## src/inc/rcoc_pkg.sv

```systemverilog
// Constants, types and helpers shared by the read channel output control block
package rcoc_pkg;

  // ----------------------------------------------------------------
  // Register bus geometry
  // ----------------------------------------------------------------
  localparam int ADDR_W = 8;
  localparam int DATA_W = 32;

  // ----------------------------------------------------------------
  // Register offsets (byte addresses, one word each)
  // ----------------------------------------------------------------
  localparam logic [ADDR_W-1:0] OFS_CTRL_FIRST = 8'h00;
  localparam logic [ADDR_W-1:0] OFS_CTRL_SECOND = 8'h04;
  localparam logic [ADDR_W-1:0] OFS_IRQ_STATUS = 8'h08;
  localparam logic [ADDR_W-1:0] OFS_IRQ_CLEAR = 8'h0c;
  localparam logic [ADDR_W-1:0] OFS_IRQ_ENABLE = 8'h10;
  localparam logic [ADDR_W-1:0] OFS_LINE_STATE = 8'h14;

  // ----------------------------------------------------------------
  // Field positions
  // ----------------------------------------------------------------
  localparam int CA_W = 3;
  localparam int CA_SOFT_SECTOR = 0;
  localparam int CA_TP_SELECT = 1;
  localparam int CA_FREQ_EN = 2;
  localparam int CB_TP_ENABLE = 0;
  localparam int EV_W = 3;
  localparam int EV_ADDR_MARK = 0;
  localparam int EV_SYNC_FOUND = 1;
  localparam int EV_SRC_SWITCH = 2;

  // ----------------------------------------------------------------
  // Reset values and counts
  // ----------------------------------------------------------------
  localparam logic [CA_W-1:0] CTRL_FIRST_RST = 3'h0;
  localparam logic CTRL_SECOND_RST = 1'h0;
  localparam logic [EV_W-1:0] IRQ_ENABLE_RST = 3'h0;
  // Top of the synth half-period count; three half-periods per divided half
  localparam logic [1:0] DIV_HALF_MAX = 2'h2;

  // Source of the controller reference clock
  typedef enum logic {SRC_SYNTH, SRC_READ} rcoc_src_t;

  // Address match used by both read and write decode
  function automatic logic rcoc_hit(input logic [ADDR_W-1:0] a,
                                    input logic [ADDR_W-1:0] ofs);
    return a == ofs;
  endfunction

endpackage

```

## src/rcoc_sync.sv

```systemverilog
// Three-flop pin synchroniser with agreement filter and edge pulses
`timescale 1ns/1ps
module rcoc_sync
  import rcoc_pkg::*;
(
  input wire logic i_clock,
  input wire logic i_rst,
  input wire logic i_async, // Raw pin level
  output logic o_level, // Filtered level
  output logic o_rise, // One cycle before level goes high
  output logic o_fall // One cycle before level goes low
);

  // ----------------------------------------------------------------
  // State
  // ----------------------------------------------------------------
  typedef struct packed {
    logic s1; // Metastability catcher, read only by s2
    logic s2;
    logic s3;
    logic stable; // Accepted level
  } rcoc_sync_st_t;

  rcoc_sync_st_t st_r;
  rcoc_sync_st_t st_nxt;
  logic agree;

  // Change accepted only once second and third stages agree
  assign agree = st_r.s2 == st_r.s3;

  // Next state
  always_comb begin
    st_nxt = st_r;
    st_nxt.s1 = i_async;
    st_nxt.s2 = st_r.s1;
    st_nxt.s3 = st_r.s2;
    if (agree) begin
      st_nxt.stable = st_r.s3;
    end
    if (i_rst) begin
      st_nxt = '0;
    end
  end

  // State register
  always_ff @(posedge i_clock) begin
    st_r <= st_nxt;
  end

  assign o_level = st_r.stable;
  assign o_rise = agree & st_r.s3 & ~st_r.stable;
  assign o_fall = agree & ~st_r.s3 & st_r.stable;

endmodule // rcoc_sync

```

## src/rcoc_top.sv

```systemverilog
// Read channel output control: pin tristates, reference clock mux, write resync
`timescale 1ns/1ps
module rcoc_top
  import rcoc_pkg::*;
(
  input wire logic i_clock,
  input wire logic i_rst,
  // Register port
  input wire logic [ADDR_W-1:0] i_addr,
  input wire logic [DATA_W-1:0] i_wr_data,
  input wire logic i_wr_en,
  input wire logic i_rd_en,
  output logic [DATA_W-1:0] o_rd_data,
  output logic o_irq,
  // Controller gates and clocks (pins)
  input wire logic i_read_gate,
  input wire logic i_write_gate,
  input wire logic i_write_clock,
  input wire logic i_encoded_write,
  // Clocks sampled as pins
  input wire logic i_synth_ref_clock,
  input wire logic i_read_clock,
  // Internal channel logic, same clock
  input wire logic i_addr_mark_hit,
  input wire logic i_sync_found,
  input wire logic i_read_data,
  input wire logic i_delayed_read_pulse,
  input wire logic i_phase_ref_pulse,
  input wire logic i_above_pos_thr,
  input wire logic i_below_neg_thr,
  input wire logic i_zero_cross,
  // Pin outputs
  output logic o_address_mark_flag_n,
  output logic o_address_mark_flag_oe_n,
  output logic o_read_nrz,
  output logic o_read_nrz_oe_n,
  output logic o_ref_clock,
  output logic o_test_point_one,
  output logic o_test_point_one_oe_n,
  output logic o_test_point_two,
  output logic o_test_point_two_oe_n,
  output logic o_write_data,
  output logic o_synth_freq_test_out,
  output logic o_synth_freq_test_out_oe_n
);

  // ----------------------------------------------------------------
  // State
  // ----------------------------------------------------------------
  typedef struct packed {
    logic [DATA_W-1:0] rdata; // Read data, valid one cycle
    logic [CA_W-1:0] ctrl_a; // control_reg_first
    logic ctrl_b; // control_reg_second
    logic [EV_W-1:0] irq_en; // Interrupt enables
    logic [EV_W-1:0] status; // Sticky events
    logic am_flag; // Latched mark detect
    logic am_out_n;
    logic am_oe_n;
    logic nrz_data;
    logic nrz_oe_n;
    logic sync_seen; // Sync bits found this read
    logic [1:0] div_cnt; // Synth half-period count
    logic div_clk; // Synth divided by three
    rcoc_src_t src; // Reference clock source
    logic ref_clk;
    logic data_cmp; // Pulse qualifier data comparator
    logic clk_cmp; // Pulse qualifier clock comparator
    logic tp1;
    logic tp2;
    logic tp_oe_n;
    logic wr_hold; // Encoded bit on write clock side
    logic wr_bit; // Bit on synth clock side
    logic freq_out;
    logic freq_oe_n;
  } rcoc_st_t;

  rcoc_st_t st;
  rcoc_st_t st_nxt;
  logic [EV_W-1:0] ev_set; // Events raised this cycle
  logic [EV_W-1:0] ev_clr; // Clear strobe mask
  rcoc_src_t src_want; // Source the mode asks for
  logic am_search; // Soft sector search active

  // ----------------------------------------------------------------
  // Pin synchronisers
  // ----------------------------------------------------------------
  logic rg_level;
  logic wg_level;
  logic synth_level;
  logic synth_rise;
  logic synth_fall;
  logic rclk_level;
  logic wclk_rise;
  logic enc_level;

  // Read gate
  rcoc_sync u_sync_rg (
    .i_clock(i_clock),
    .i_rst(i_rst),
    .i_async(i_read_gate),
    .o_level(rg_level),
    .o_rise(),
    .o_fall()
  );

  // Write gate
  rcoc_sync u_sync_wg (
    .i_clock(i_clock),
    .i_rst(i_rst),
    .i_async(i_write_gate),
    .o_level(wg_level),
    .o_rise(),
    .o_fall()
  );

  // Synthesizer clock, both edges feed the divider
  rcoc_sync u_sync_synth (
    .i_clock(i_clock),
    .i_rst(i_rst),
    .i_async(i_synth_ref_clock),
    .o_level(synth_level),
    .o_rise(synth_rise),
    .o_fall(synth_fall)
  );

  // Recovered read clock
  rcoc_sync u_sync_rclk (
    .i_clock(i_clock),
    .i_rst(i_rst),
    .i_async(i_read_clock),
    .o_level(rclk_level),
    .o_rise(),
    .o_fall()
  );

  // Write timing input
  rcoc_sync u_sync_wclk (
    .i_clock(i_clock),
    .i_rst(i_rst),
    .i_async(i_write_clock),
    .o_level(),
    .o_rise(wclk_rise),
    .o_fall()
  );

  // Encoded write data; its level lags the write clock rise pulse by one cycle, controller setup keeps them paired
  rcoc_sync u_sync_enc (
    .i_clock(i_clock),
    .i_rst(i_rst),
    .i_async(i_encoded_write),
    .o_level(enc_level),
    .o_rise(),
    .o_fall()
  );

  // ----------------------------------------------------------------
  // Next-state logic
  // ----------------------------------------------------------------
  assign am_search = rg_level & st.ctrl_a[CA_SOFT_SECTOR];
  // Read clock only once sync bits are found in this read
  assign src_want = (rg_level && st.sync_seen) ? SRC_READ : SRC_SYNTH;
  assign ev_clr = (i_wr_en && rcoc_hit(i_addr, OFS_IRQ_CLEAR)) ?
                  i_wr_data[EV_W-1:0] : '0;

  always_comb begin
    st_nxt = st;
    ev_set = '0;

    // Register writes
    if (i_wr_en) begin
      if (rcoc_hit(i_addr, OFS_CTRL_FIRST)) begin
        st_nxt.ctrl_a = i_wr_data[CA_W-1:0];
      end else if (rcoc_hit(i_addr, OFS_CTRL_SECOND)) begin
        st_nxt.ctrl_b = i_wr_data[CB_TP_ENABLE];
      end else if (rcoc_hit(i_addr, OFS_IRQ_ENABLE)) begin
        st_nxt.irq_en = i_wr_data[EV_W-1:0];
      end
    end

    // Register reads, data stand one cycle only
    st_nxt.rdata = '0;
    if (i_rd_en) begin
      if (rcoc_hit(i_addr, OFS_CTRL_FIRST)) begin
        st_nxt.rdata = {29'h0, st.ctrl_a};
      end else if (rcoc_hit(i_addr, OFS_CTRL_SECOND)) begin
        st_nxt.rdata = {31'h0, st.ctrl_b};
      end else if (rcoc_hit(i_addr, OFS_IRQ_STATUS)) begin
        st_nxt.rdata = {29'h0, st.status};
      end else if (rcoc_hit(i_addr, OFS_IRQ_ENABLE)) begin
        st_nxt.rdata = {29'h0, st.irq_en};
      end else if (rcoc_hit(i_addr, OFS_LINE_STATE)) begin
        st_nxt.rdata = {27'h0, am_search, st.sync_seen,
                        st.src == SRC_READ, wg_level, rg_level};
      end
      // Unmapped and write-only offsets read as zero
    end

    // Address mark latch; gate release has priority over a new hit
    if (!rg_level) begin
      st_nxt.am_flag = 1'b0;
    end else if (am_search && i_addr_mark_hit) begin
      st_nxt.am_flag = 1'b1;
      ev_set[EV_ADDR_MARK] = ~st.am_flag;
    end
    st_nxt.am_out_n = ~st_nxt.am_flag;
    st_nxt.am_oe_n = wg_level;

    // Decoded read data driven only under read gate
    st_nxt.nrz_oe_n = ~rg_level;
    st_nxt.nrz_data = rg_level & i_read_data;

    // Sync tracking, restarts with each read gate
    if (!rg_level) begin
      st_nxt.sync_seen = 1'b0;
    end else if (i_sync_found) begin
      st_nxt.sync_seen = 1'b1;
      ev_set[EV_SYNC_FOUND] = ~st.sync_seen;
    end

    // Divide by three using both synth edges for even duty
    if (synth_rise || synth_fall) begin
      if (st.div_cnt == DIV_HALF_MAX) begin
        st_nxt.div_cnt = 2'h0;
        st_nxt.div_clk = ~st.div_clk;
      end else begin
        st_nxt.div_cnt = st.div_cnt + 2'h1;
      end
    end

    // Switch only with both sources low, so the output never slivers;
    // waiting for both lows costs at most one output pulse
    if (src_want != st.src && !st.div_clk && !rclk_level) begin
      st_nxt.src = src_want;
      ev_set[EV_SRC_SWITCH] = 1'b1;
    end
    st_nxt.ref_clk = (st.src == SRC_READ) ? rclk_level : st.div_clk;

    // Pulse qualifier comparators; upper threshold wins a tie
    if (i_above_pos_thr) begin
      st_nxt.data_cmp = 1'b1;
    end else if (i_below_neg_thr) begin
      st_nxt.data_cmp = 1'b0;
    end
    if (i_zero_cross) begin
      st_nxt.clk_cmp = ~st.clk_cmp;
    end

    // Test point multiplexers
    if (st.ctrl_a[CA_TP_SELECT]) begin
      st_nxt.tp1 = st.data_cmp;
      st_nxt.tp2 = st.clk_cmp;
    end else begin
      st_nxt.tp1 = i_delayed_read_pulse;
      st_nxt.tp2 = i_phase_ref_pulse;
    end
    st_nxt.tp_oe_n = ~st.ctrl_b;

    // Write path: catch on write clock, relaunch on synth clock.
    // Relies on the controller keeping data aligned to its clock.
    if (wclk_rise) begin
      st_nxt.wr_hold = enc_level;
    end
    if (synth_rise) begin
      st_nxt.wr_bit = st.wr_hold;
    end

    // Synth frequency test point
    st_nxt.freq_out = synth_level;
    st_nxt.freq_oe_n = ~st.ctrl_a[CA_FREQ_EN];

    // Sticky status, a new event beats a clear in the same cycle
    st_nxt.status = (st.status & ~ev_clr) | ev_set;

    // Synchronous reset: enabled outputs released; write data and reference clock stay driven
    if (i_rst) begin
      st_nxt = '0;
      st_nxt.ctrl_a = CTRL_FIRST_RST;
      st_nxt.ctrl_b = CTRL_SECOND_RST;
      st_nxt.irq_en = IRQ_ENABLE_RST;
      st_nxt.src = SRC_SYNTH;
      st_nxt.am_out_n = 1'b1;
      st_nxt.am_oe_n = 1'b1;
      st_nxt.nrz_oe_n = 1'b1;
      st_nxt.tp_oe_n = 1'b1;
      st_nxt.freq_oe_n = 1'b1;
    end
  end

  // State register
  always_ff @(posedge i_clock) begin
    st <= st_nxt;
  end

  // ----------------------------------------------------------------
  // Outputs
  // ----------------------------------------------------------------
  assign o_rd_data = st.rdata;
  assign o_irq = |(st.status & st.irq_en);
  assign o_address_mark_flag_n = st.am_out_n;
  assign o_address_mark_flag_oe_n = st.am_oe_n;
  assign o_read_nrz = st.nrz_data;
  assign o_read_nrz_oe_n = st.nrz_oe_n;
  assign o_ref_clock = st.ref_clk;
  assign o_test_point_one = st.tp1;
  assign o_test_point_one_oe_n = st.tp_oe_n;
  assign o_test_point_two = st.tp2;
  assign o_test_point_two_oe_n = st.tp_oe_n;
  // A one bit gives a falling edge; RLL spacing brings it back high
  assign o_write_data = ~st.wr_bit;
  assign o_synth_freq_test_out = st.freq_out;
  assign o_synth_freq_test_out_oe_n = st.freq_oe_n;
endmodule // rcoc_top

```

## config.mk

```make
export PLATFORM = sky130hd
export DESIGN_NAME = rcoc_top
export DESIGN_NICKNAME = d
export VERILOG_FILES = /design/src/inc/rcoc_pkg.sv /design/src/rcoc_sync.sv /design/src/rcoc_top.sv
export SDC_FILE = /design/constraint.sdc
export NUM_CORES = 1
export LEC_CHECK = 0
export BUFFER_PORTS_ARGS = -buffer_cell sky130_fd_sc_hd__buf_2
export CAP_MARGIN = 25
export CORE_MARGIN = 2
export CORE_UTILIZATION = 43
export DETAILED_ROUTE_END_ITERATION = 16
export HOLD_SLACK_MARGIN = 0.03
export PLACE_DENSITY = 0.75
export SYNTH_ARGS = -nofsm -noshare
export SYNTH_HDL_FRONTEND = slang
export SYNTH_SLANG_ARGS = --single-unit
```

## constraint.sdc

```tcl
create_clock -name i_clock -period 1.43 [get_ports i_clock]
set_clock_uncertainty 0.2 [all_clocks]
set_input_delay 0.2145 -clock i_clock [delete_from_list [all_inputs] [get_ports i_clock]]
set_output_delay 0.2145 -clock i_clock [all_outputs]
set_load 0.005 [all_outputs]
```

==> out/metrics.cfg <==
[outcome]
status=finished with violations
violations=setup timing

[setup_path]
critPathArrivalTime_ns=1.20
r2r_slack_ns=0.08
r2r_start=u_sync_synth.st_r[1]$_SDFF_PP0_
critical_path_class=reg -> out
critPathLaunchType=flip-flop
worst-path-max-fanout=2
worstRegToRegCells=7
cp.required_ns=1.02
end_kind=output port
slowest_delay_ns=0.37
cp_slowest_cell=a222oi_1
cp_cell_sequence=a222oi_1 > inv_1 > buf_2
timing.rr.end=st[13]$_SDFFE_PP0P_

[clock_tree]
cts_made_buffers=9
clk_pin_slew_ns=0.06
htreeDepth=3
cts_tree=done
clockBufferDepth=2
clk_latency_ns=0.33
root_buffer=clkbuf_8
cts.sinks=59

[worst_hold_path]
min_from=i_addr[4]
hold_path.class=in -> reg
worst_hold_path.num_cells=3
hold_end=o_rd_data[2]$_SDFF_PP0_

[timing]
rsz0062_at_grt=yes
finalCritPeriodShare=1.13
fin_ws_ns=-0.187
setup_viol=1
slew_violations=0
hold_viol=0
period_minus_slack_ns=1.62
tns_ns=-0.187
whs_ns=0.0969
fmax_ghz=0.618

[pwr]
seq_power_share=0.466
p_leak_nw=1.41
max-vdd-ir-drop_mv=0.487
switching_share=0.205
p_clk_frac=0.466
pwr-share-comb=0.068
powerDensity_nw_per_um2=1150
p_int_mw=2.88
net-switching-power_mw=0.745

[final_layout]
final_cells=405
drive_gt1_frac=0.297
fin_nets=389
antenna_cells=0
syn2layout_area_growth_pct=30.3

[drt]
vias_per_cell=4.56
route.vias.total=1847
ant_nets=0
drt-pass1-iter-count=4
wl_mm=4.37
drt_iter0_drc=61
wl_per_cell_um=10.8
drc_errors=0

[global_route]
antenna_found_initial=0
grt_pass1_wl_mm=7.04
grt_max_degree=20
grt.total_usage=0.147
grt_overflow_total=0
grt_pass1_vias=1701

[logic_synthesis]
synth_common_cells=dfxtp_1, buf_4, nor2_1
yosysUniqueCellTypes=40
syn_inst=252
synth_area_leader_cell=dfxtp_1
syn_area_um2=2430
synth_ff_type=dfxtp_1
synth_area_leaders=dfxtp_1, buf_4, mux2i_1
synth_seq_cells=59
synth_top_area_frac=0.487
synth_edf_count=0
ys_seq_area_frac=0.487
synth_warnings=0
syn_avg_cell_area_um2=9.63
synth.most_common_cell=dfxtp_1
async_reset_ff_frac=0

[floorplanning]
rows=27
io_pins=103
fp.dieH_um=79.1
start_util=0.443
core_um2=5470
die_w_um=79.1
dieArea_um2=6260

[placed_design]
hpwlAfterDp_mm=3.00
port_buffers=46
placedCellCount=367
gp_congestion=0.879
post-place-ws_ns=-0.179

[job]
max_cap_viol_count=0

## flip-flops by register name (all words and copies together), names as in the netlist, 3 cells and up
name               flops
st                    20
u_sync_enc.st_r        3
u_sync_rclk.st_r       3
u_sync_wg.st_r         3
u_sync_synth.st_r      3
o_rd_data              5
u_sync_rg.st_r         3
u_sync_wclk.st_r       3
## cells in the final DEF, fill, tap and decap left out, types with 3 or more instances in the layout
cell type	netlist	routed
mux2i_1	16	15
clkbuf_8	0	11
buf_4	33	13
nand2_1	6	6
dfxtp_1	59	53
nor2_1	32	32
buf_2	3	46
o21ai_0	5	5
dlygate4sd3_1	0	19
inv_1	10	8
nor3_1	3	3
conb_1	1	27
nor2b_1	23	23
inv_2	1	3
a21oi_1	13	13
dfxtp_2	0	6
o32ai_1	3	3
nand2b_1	6	5
## metrics by stage
stage           util  instance area [um2]  total power, mW
6_report       0.578                 3160             3.63
5_1_grt        0.578                 3160             3.78
4_1_cts        0.565                 3090             3.67
3_5_place_dp   0.485                 2650             1.92
3_3_place_gp   0.485                 2650             1.91
2_1_floorplan      -                 2520             1.88
## critical path, delay by kind of cell (launching register included)
family / cells / cell delay (ns)
AOI/OAI and AO/OA: 1 / 0.37
buffers and inverters: 2 / 0.20
DFF: 1 / 0.32
## kinds of logic after synthesis
kind of cell,share of synthesized area
AO/OA/AOI/OAI,0.0805
XOR/XNOR,0.0108
adder cells (fa/ha/maj),0.0155
buffers and inverters,0.133
flip-flops,0.487
multiplexers,0.0707
other,0.00155
AND/OR/NAND/NOR,0.201
## per-layer routing
layer / global-route usage / up-vias / wire, um
met5: 0 / - / 0
met3: 0.0625 / 7 / 290
li1: - / 927 / -
met2: 0.248 / 54 / 2200
met4: 0.0707 / 0 / 52
met1: 0.157 / 859 / 1830
## worst max-delay path by stage
stage                     slack, ns  depth (start not counted)                             from             endpoint
after floorplan                0.01                          6  u_sync_synth.st_r[1]$_SDFF_PP0_  st[11]$_SDFFE_PP0P_
after global routing          -0.26                          3              st[23]$_SDFFE_PP0P_                o_irq
after CTS                     -0.21                          3              st[24]$_SDFFE_PP0P_                o_irq
final                         -0.19                          3                st[21]$_SDFF_PP0_                o_irq
after global placement        -0.15                          5                        i_addr[1]  st[24]$_SDFFE_PP0P_
after detailed placement      -0.18                          5                        i_addr[1]  st[24]$_SDFFE_PP0P_
## final cells by class
type / instances / area [um2]
flip-flops and latches: 59 / 1190
clock buffers: 12 / 155
clock inverters: 4 / 72.6
repair buffers: 80 / 541
multi-input cells: 167 / 1070
well taps: 72 / 90.1
fillers: 496 / 2310
inverters: 11 / 41.3
## power by group through the flow
stage                     Sequential (mW)  Clock, mW  Combinational (mW)
after floorplan                      1.72          0               0.159
after global placement               1.72          0               0.187
after detailed placement             1.73          0               0.192
after CTS                            1.69       1.74               0.233
after global routing                 1.69       1.81               0.271
final                                1.69       1.69               0.245
## timing repair
item | 4_1_cts | 5_1_grt
pin swaps | 1 | 2
setup buffers | 1 | 2
resized for setup | 6 | 14
hold buffers | 19 | 0
setup endpoints to repair | 4 | 6
hold endpoints to repair | 24 | 0
(Power assumes the default switching activity.)
